## config.mk

```make
export PLATFORM = sky130hd
export DESIGN_NAME = pcgr_top
export DESIGN_NICKNAME = d
export VERILOG_FILES = /design/src/pcgr_pkg.sv /design/src/pcgr_top.sv
export SDC_FILE = /design/constraint.sdc
export NUM_CORES = 1
export LEC_CHECK = 0
export BUFFER_PORTS_ARGS = -buffer_cell sky130_fd_sc_hd__clkbuf_2
export CAP_MARGIN = 20
export CORE_MARGIN = 5
export CORE_UTILIZATION = 25
export DETAILED_ROUTE_END_ITERATION = 7
export PLACE_DENSITY = 0.46
export SETUP_SLACK_MARGIN = 0.2
export SYNTH_ARGS = -nofsm -noshare
export SYNTH_HDL_FRONTEND = slang
export SYNTH_SLANG_ARGS = --single-unit
```

## constraint.sdc

```tcl
create_clock -name clk_i -period 6.8 [get_ports clk_i]
set_input_delay 1.36 -clock clk_i [delete_from_list [all_inputs] [get_ports clk_i]]
set_output_delay 1.36 -clock clk_i [all_outputs]
set_load 0.01 [all_outputs]
```

## src/pcgr_pkg.sv

```systemverilog
/*
  Package for the peripheral clock gate and soft reset block: register
  offsets, field positions, masks, reset values and power modes.
  Assumes an APB slave with 32-bit data, byte addresses relative to the
  block base.
*/
package pcgr_pkg;

  localparam logic [31:0] PCGR_BASE_ADDR    = 32'h400FE000;
  localparam int          PCGR_ADDR_W       = 12;

  // printed offsets, all multiples of four, used as byte addresses
  localparam logic [11:0] PCGR_OFS_SOFT_RST = 12'h040;
  localparam logic [11:0] PCGR_OFS_RUN_GATE = 12'h108;
  localparam logic [11:0] PCGR_OFS_SLP_GATE = 12'h118;
  localparam logic [11:0] PCGR_OFS_DSL_GATE = 12'h128;
  localparam logic [11:0] PCGR_OFS_RUN_CFG  = 12'h200;
  localparam logic [11:0] PCGR_OFS_CAP_MASK = 12'h204;
  localparam logic [11:0] PCGR_OFS_MODE     = 12'h208;
  localparam logic [11:0] PCGR_OFS_INT_STAT = 12'h20C;
  localparam logic [11:0] PCGR_OFS_INT_MASK = 12'h210;

  // gate bank fields
  localparam int PCGR_BIT_SERIAL_BUS = 16;
  localparam int PCGR_BIT_DMA        = 13;
  localparam int PCGR_BIT_PORT_A     = 0;
  localparam int PCGR_NUM_PORTS      = 8;
  localparam int PCGR_NUM_GATES      = 10;
  localparam logic [31:0] PCGR_GATE_MASK = 32'h000120FF;
  localparam logic [31:0] PCGR_GATE_RST  = 32'h00000000;

  // soft reset bank fields
  localparam int PCGR_BIT_BUS_CTRL_SECOND = 25;
  localparam int PCGR_BIT_BUS_CTRL_FIRST  = 24;
  localparam int PCGR_BIT_PWM             = 20;
  localparam int PCGR_BIT_ADC             = 16;
  localparam int PCGR_BIT_HIB             = 6;
  localparam int PCGR_BIT_WDT             = 3;
  localparam int PCGR_NUM_RESETS          = 6;
  localparam logic [31:0] PCGR_SRST_MASK  = 32'h03110048;
  localparam logic [31:0] PCGR_SRST_RST   = 32'h00000000;

  // run clock config: automatic gating bit
  localparam int          PCGR_BIT_AUTO_GATING = 27;
  localparam logic [31:0] PCGR_RUN_CFG_MASK    = 32'h08000000;
  localparam logic [31:0] PCGR_RUN_CFG_RST     = 32'h00000000;

  // interrupt status: bit 0 gated access fault, bit 1 mode change
  localparam int          PCGR_IRQ_FAULT = 0;
  localparam int          PCGR_IRQ_MODE  = 1;
  localparam logic [31:0] PCGR_IRQ_MASK  = 32'h00000003;

  typedef enum logic [1:0] {
    PCGR_MODE_RUN,
    PCGR_MODE_SLEEP,
    PCGR_MODE_DEEP
  } pcgr_mode_t;

endpackage : pcgr_pkg

```

## src/pcgr_top.sv

```systemverilog
/*
  Peripheral clock gating and software reset control. APB slave holding
  the run, sleep and deep-sleep gate banks, the run clock config, the
  soft reset bank and a small interrupt pair.
  Assumes one 50 MHz clock, synchronous active-high reset, a power
  manager giving the current mode, and a fabric that reports which gated
  unit a peripheral access targets.
*/
// The APB interface to the registers was decided locally.
module pcgr_top
  import pcgr_pkg::*;
#(
  parameter logic [31:0] CAP_MASK_RST = 32'h03110048
) (
  input  wire logic                          clk_i,
  input  wire logic                          rst_i,
  input  wire logic                          psel_i,
  input  wire logic                          penable_i,
  input  wire logic                          pwrite_i,
  input  wire logic [31:0]                   paddr_i,
  input  wire logic [31:0]                   pwdata_i,
  output logic      [31:0]                   prdata_o,
  output logic                               pready_o,
  output logic                               pslverr_o,
  input  wire pcgr_pkg::pcgr_mode_t          mode_i,
  input  wire logic                          periph_req_i,
  input  wire logic [pcgr_pkg::PCGR_NUM_GATES-1:0] periph_sel_i,
  output logic                               periph_fault_o,
  output logic      [pcgr_pkg::PCGR_NUM_PORTS-1:0] port_clk_en_o,
  output logic                               serial_bus_clk_en_o,
  output logic                               dma_clk_en_o,
  output logic                               bus_ctrl_first_rst_o,
  output logic                               bus_ctrl_second_rst_o,
  output logic                               pwm_rst_o,
  output logic                               adc_rst_o,
  output logic                               hib_rst_o,
  output logic                               wdt_rst_o,
  output logic                               irq_o
);
  import pcgr_pkg::*;

  ////////////////////////////////////////////////////////////////////////
  // registers and decode

  logic [31:0] run_gate_bank_r;
  logic [31:0] sleep_gate_bank_r;
  logic [31:0] deep_sleep_gate_bank_r;
  logic [31:0] run_clock_config_r;
  logic [31:0] capability_mask_1_r;
  logic [31:0] soft_reset_bank_0_r;
  logic [31:0] int_stat_r;
  logic [31:0] int_mask_r;
  logic [31:0] active_gate;
  logic [31:0] gate_en_r;
  pcgr_mode_t  mode_r;
  logic [31:0] rdata_nxt;
  logic        hit;
  logic        wr_go;
  logic        rd_go;
  logic        stat_rd;
  logic        in_block;
  logic [11:0] ofs;
  logic        fault_evt;
  logic        mode_evt;

  // block window is 4 KiB above the base; other addresses answer error
  assign in_block = (paddr_i[31:PCGR_ADDR_W] == PCGR_BASE_ADDR[31:PCGR_ADDR_W]);
  assign ofs      = paddr_i[PCGR_ADDR_W-1:0];
  assign wr_go    = psel_i & penable_i & pwrite_i & hit;
  assign rd_go    = psel_i & penable_i & ~pwrite_i & hit;
  assign stat_rd  = rd_go & (ofs == PCGR_OFS_INT_STAT);

  // zero wait states: every access completes in its access phase
  assign pready_o  = 1'b1;
  assign pslverr_o = psel_i & penable_i & ~hit;

  // read mux; reserved bits held zero in storage, so read zero
  always_comb begin
    hit       = in_block;
    rdata_nxt = 32'h00000000;
    case (ofs)
      PCGR_OFS_SOFT_RST: rdata_nxt = soft_reset_bank_0_r;
      PCGR_OFS_RUN_GATE: rdata_nxt = run_gate_bank_r;
      PCGR_OFS_SLP_GATE: rdata_nxt = sleep_gate_bank_r;
      PCGR_OFS_DSL_GATE: rdata_nxt = deep_sleep_gate_bank_r;
      PCGR_OFS_RUN_CFG:  rdata_nxt = run_clock_config_r;
      PCGR_OFS_CAP_MASK: rdata_nxt = capability_mask_1_r;
      PCGR_OFS_MODE:     rdata_nxt = {30'h00000000, mode_r};
      PCGR_OFS_INT_STAT: rdata_nxt = int_stat_r;
      PCGR_OFS_INT_MASK: rdata_nxt = int_mask_r;
      default:           hit       = 1'b0;
    endcase
  end

  // read data registered at the setup edge so it is stable in access
  always_ff @(posedge clk_i) begin
    if (rst_i) begin
      prdata_o <= 32'h00000000;
    end else if (psel_i & ~penable_i & ~pwrite_i & hit) begin
      prdata_o <= rdata_nxt;
    end
  end

  ////////////////////////////////////////////////////////////////////////
  // gate banks

  // all banks clear at reset; reserved bits masked off on write
  always_ff @(posedge clk_i) begin
    if (rst_i) begin
      run_gate_bank_r        <= PCGR_GATE_RST;
      sleep_gate_bank_r      <= PCGR_GATE_RST;
      deep_sleep_gate_bank_r <= PCGR_GATE_RST;
    end else if (wr_go) begin
      if (ofs == PCGR_OFS_RUN_GATE) begin
        run_gate_bank_r <= pwdata_i & PCGR_GATE_MASK;
      end
      if (ofs == PCGR_OFS_SLP_GATE) begin
        sleep_gate_bank_r <= pwdata_i & PCGR_GATE_MASK;
      end
      if (ofs == PCGR_OFS_DSL_GATE) begin
        deep_sleep_gate_bank_r <= pwdata_i & PCGR_GATE_MASK;
      end
    end
  end

  // run clock config holds only the automatic gating bit
  always_ff @(posedge clk_i) begin
    if (rst_i) begin
      run_clock_config_r <= PCGR_RUN_CFG_RST;
    end else if (wr_go && ofs == PCGR_OFS_RUN_CFG) begin
      run_clock_config_r <= pwdata_i & PCGR_RUN_CFG_MASK;
    end
  end

  // mode register tracks the power manager; used for change events
  always_ff @(posedge clk_i) begin
    if (rst_i) begin
      mode_r <= PCGR_MODE_RUN;
    end else begin
      mode_r <= mode_i;
    end
  end

  // bank selection; sleep banks only count under auto gating
  always_comb begin
    active_gate = run_gate_bank_r;
    if (run_clock_config_r[PCGR_BIT_AUTO_GATING]) begin
      case (mode_r)
        PCGR_MODE_SLEEP: active_gate = sleep_gate_bank_r;
        PCGR_MODE_DEEP:  active_gate = deep_sleep_gate_bank_r;
        default:         active_gate = run_gate_bank_r;
      endcase
    end
  end

  // enables registered so the clock gate cells see glitch-free levels
  always_ff @(posedge clk_i) begin
    if (rst_i) begin
      gate_en_r <= PCGR_GATE_RST;
    end else begin
      gate_en_r <= active_gate;
    end
  end

  assign port_clk_en_o       = gate_en_r[PCGR_BIT_PORT_A +: PCGR_NUM_PORTS];
  assign serial_bus_clk_en_o = gate_en_r[PCGR_BIT_SERIAL_BUS];
  assign dma_clk_en_o        = gate_en_r[PCGR_BIT_DMA];

  // access to a unit whose clock is off gets a fault, never a real cycle
  assign periph_fault_o = periph_req_i &
                          |(periph_sel_i & ~{gate_en_r[PCGR_BIT_SERIAL_BUS], gate_en_r[PCGR_BIT_DMA],
                                             gate_en_r[PCGR_NUM_PORTS-1:0]});

  ////////////////////////////////////////////////////////////////////////
  // soft reset bank

  // capability mask written once after reset by boot software if needed
  always_ff @(posedge clk_i) begin
    if (rst_i) begin
      capability_mask_1_r <= CAP_MASK_RST & PCGR_SRST_MASK;
    end else if (wr_go && ofs == PCGR_OFS_CAP_MASK) begin
      capability_mask_1_r <= pwdata_i & PCGR_SRST_MASK;
    end
  end

  // absent units keep their bit; only present ones take the write
  always_ff @(posedge clk_i) begin
    if (rst_i) begin
      soft_reset_bank_0_r <= PCGR_SRST_RST;
    end else if (wr_go && ofs == PCGR_OFS_SOFT_RST) begin
      soft_reset_bank_0_r <= (pwdata_i & capability_mask_1_r & PCGR_SRST_MASK) |
                             (soft_reset_bank_0_r & ~capability_mask_1_r);
    end
  end

  // resets follow the bank level: held while one, released at zero
  assign bus_ctrl_second_rst_o = soft_reset_bank_0_r[PCGR_BIT_BUS_CTRL_SECOND];
  assign bus_ctrl_first_rst_o  = soft_reset_bank_0_r[PCGR_BIT_BUS_CTRL_FIRST];
  assign pwm_rst_o             = soft_reset_bank_0_r[PCGR_BIT_PWM];
  assign adc_rst_o             = soft_reset_bank_0_r[PCGR_BIT_ADC];
  assign hib_rst_o             = soft_reset_bank_0_r[PCGR_BIT_HIB];
  assign wdt_rst_o             = soft_reset_bank_0_r[PCGR_BIT_WDT];

  ////////////////////////////////////////////////////////////////////////
  // interrupts

  assign fault_evt = periph_fault_o;
  assign mode_evt  = (mode_i != mode_r);

  // sticky status, cleared by reading it; a new event wins over the clear.
  // only bits captured into prdata at setup are cleared, so an event that
  // lands between setup and access is kept for the next read
  always_ff @(posedge clk_i) begin
    if (rst_i) begin
      int_stat_r <= 32'h00000000;
    end else begin
      int_stat_r[PCGR_IRQ_FAULT] <= fault_evt |
                                    (int_stat_r[PCGR_IRQ_FAULT] & ~(stat_rd & prdata_o[PCGR_IRQ_FAULT]));
      int_stat_r[PCGR_IRQ_MODE]  <= mode_evt |
                                    (int_stat_r[PCGR_IRQ_MODE] & ~(stat_rd & prdata_o[PCGR_IRQ_MODE]));
    end
  end

  always_ff @(posedge clk_i) begin
    if (rst_i) begin
      int_mask_r <= 32'h00000000;
    end else if (wr_go && ofs == PCGR_OFS_INT_MASK) begin
      int_mask_r <= pwdata_i & PCGR_IRQ_MASK;
    end
  end

  assign irq_o = |(int_stat_r & int_mask_r);

endmodule : pcgr_top

```

==> results_dict.tcl <==
set metrics [dict create \
    final_layout_size_suffix_gt1_share_pct 24.4 \
    grt-ovfl-total 0 \
    drt-vias-per-instance 5.11 \
    tightest_slew_ns 0.974 \
    crit_required_ns 5.44 \
    final_cell_mix "96 x clkbuf_2, 73 x dfxtp_1, 45 x nand2_1" \
    utilization_pct 31.2 \
    n_antenna_cell 0 \
    wl_per_cell_microns 17.6 \
    critPathKind "input port to output port" \
    grt_first_pass_wirelength_microns 20000 \
    outcome "completed" \
    critPathLaunchType "input port" \
    max_freq_ghz 0.202 \
    vdd_drop_max_v 0.000112 \
    portBuffers 96 \
    yosys_register_bits 73 \
    drtPass1Iterations 6 \
    clkTransAtPathRegs_ns 0.06 \
    r2r_slack_ns 5.08 \
    leakage_nw 1.83 \
    antenna_found_initial 0 \
    regArea_sq_mm 0.00146 \
    async_flop_share_pct 0 \
    timing.final.crit_share_pct 72.8 \
    slew_headroom_pct 34.6 \
    post_cts_buffers 0 \
    layout_setup_ws_ns 1.85 \
    h-tree-depth 3 \
    syn_inst 457 \
    numCtsBuffers 9 \
    cts_max_path_buffers 2 \
    synth_top_area_share_pct 37.6 \
    die_height_microns 135 \
    hold_path.class "flip-flop to flip-flop" \
    avgSynthCellArea_sq_um 8.50 \
    dp_hpwl_microns 9260 \
    num-fill-cells 1636 \
    syn2layout_area_growth_pct 21.9 \
    dieArea_sq_mm 0.0181 \
    nNetsFinal 620 \
    endpoint "pslverr_o" \
    drtAntennaViolNets 0 \
    synth_edf_count 0 \
    multi_input_area_sq_mm 0.00213 \
    holdWs_ns 0.470 \
    synthDistinctLibCells 59 \
    drt-initial-drc-count 322 \
    reg2reg_depth 6 \
    fp.coreArea_sq_mm 0.0152 \
    tns_ns 0 \
    critPathLaunch "paddr_i[11]" \
    final_max_slew_viol_count 0 \
    cp.arrival_ns 3.59 \
    grt_max_degree 61 \
    place_area_sq_mm 0.00440 \
    synth_flop_cell "dfxtp_1" \
    num_rows 45 \
    final_hold_viol_count 0 \
    cts.sinks 73 \
    synth_seq_area_share_pct 37.6 \
    clock_skew_ns 0.00739 \
    grt_use_total_pct 14.0 \
    power.density_mw_per_mm2 219 \
    io_pins 134 \
    cts_tree "done" \
    die_w_microns 135 \
    dp_slack_ns 1.84 \
    cts-root-buf "clkbuf_16" \
    finalSetupViolCount 0 \
    synth.area.top_cells "dfxtp_1 38%, a21oi_1 5.5%, nand3_1 5.4%" \
    fin_crit_ns 4.95 \
    insertion_delay_ns 0.34 \
    drc 0 \
    initial_core_util_pct 25.6 \
    wirelength_microns 12800 \
    gp_congestion 0.817 \
    grt_setup_unrepaired "false" \
    cts_resized 0 \
    path_max_fanout 20 \
    maxCapViolCount 0 \
    stdcell_area_sq_mm 0.00474 \
    syn_area_sq_mm 0.00389 \
    final_common_cell "clkbuf_2" \
    r2r_start "mode_r[0]" \
    first_global_vias 3705 \
    yosysWarnings 0 \
    synth_area_leader_cell "dfxtp_1" \
    end_kind "output port" \
    holdBufCountCts 0 \
    vias 3726 \
    timing.rr.end "gate_en_r[16]" \
]
[layer usage]
layer  track usage, %  vias to the layer above  wire length [microns]
met1             18.3                     1785                   5780
met5                0                        -                      0
met3             2.91                       15                    756
li1                 -                     1822                      -
met2             23.0                      104                   6040
met4             4.81                        0                    218
[critical path: stages]
cell and delay (ns):
clkbuf_2 0.08, or4_1 0.85, nor4_4 0.37, buf_4 0.29, a221o_2 0.34, a31oi_1 0.13, clkbuf_2 0.16
[through the flow]
| step | std cells | power [mW] |
|---|---|---|
| global route | 729 | 1.07 |
| global placement | 713 | 0.505 |
| finish | 729 | 1.04 |
| floorplan | 474 | 0.481 |
| detailed placement | 713 | 0.506 |
| CTS | 729 | 1.05 |
[sequential cells by signal (all words and copies together) (netlist names), named ones only]
| register | count |
|---|---|
| sleep_gate_bank_r | 10 |
| run_clock_config_r | 1 |
| int_mask_r | 2 |
| capability_mask_1_r | 6 |
| int_stat_r | 2 |
| gate_en_r | 10 |
| mode_r | 2 |
| prdata_o | 14 |
| run_gate_bank_r | 10 |
| deep_sleep_gate_bank_r | 10 |
[final cells by class]
class	instances	share of cell area, %
clock inverters	5	2.19
repair buffers	102	11.1
inverters	13	1.03
well taps	188	4.97
flip-flops and latches	73	30.9
multi-input cells	337	45.0
clock buffers	11	4.91
[worst min path at each step]
stage | startpoint | to | slack (ns) | depth (start not counted)
6_report | deep_sleep_gate_bank_r[4] | deep_sleep_gate_bank_r[4] | 0.47 | 2
2_1_floorplan | sleep_gate_bank_r[2] | sleep_gate_bank_r[2] | 0.44 | 2
3_5_place_dp | deep_sleep_gate_bank_r[4] | deep_sleep_gate_bank_r[4] | 0.46 | 2
5_1_grt | deep_sleep_gate_bank_r[2] | deep_sleep_gate_bank_r[2] | 0.49 | 2
3_3_place_gp | sleep_gate_bank_r[2] | sleep_gate_bank_r[2] | 0.45 | 2
4_1_cts | deep_sleep_gate_bank_r[4] | deep_sleep_gate_bank_r[4] | 0.47 | 2
[synthesized netlist by cell type (all sizes together), types with 8 or more instances]
| library cell | number |
|---|---|
| nand3 | 42 |
| nand2 | 45 |
| nor4 | 10 |
| mux2i | 12 |
| dfxtp | 73 |
| nor2 | 18 |
| a22oi | 12 |
| o21ai | 25 |
| nand4 | 12 |
| buf | 34 |
| clkbuf | 17 |
| nor2b | 8 |
| a211oi | 11 |
| inv | 13 |
| a21oi | 43 |
[kinds of logic after synthesis]
logic type | Yosys count | share of synthesized area, %
simple gates | 173 | 26.7
compound gates | 129 | 22.0
flops | 73 | 37.6
buf+inv | 64 | 9.40
mux | 12 | 3.09
fa+ha+maj | 2 | 0.644
other cells | 2 | 0.193
xor+xnor | 2 | 0.451
[report_power, final]
| part | switching, mW | internal, mW |
|---|---|---|
| logic | 0.0420 | 0.0241 |
| clock network | 0.180 | 0.358 |
| registers | 0.00142 | 0.429 |
Power figures use the tool's default switching activity.
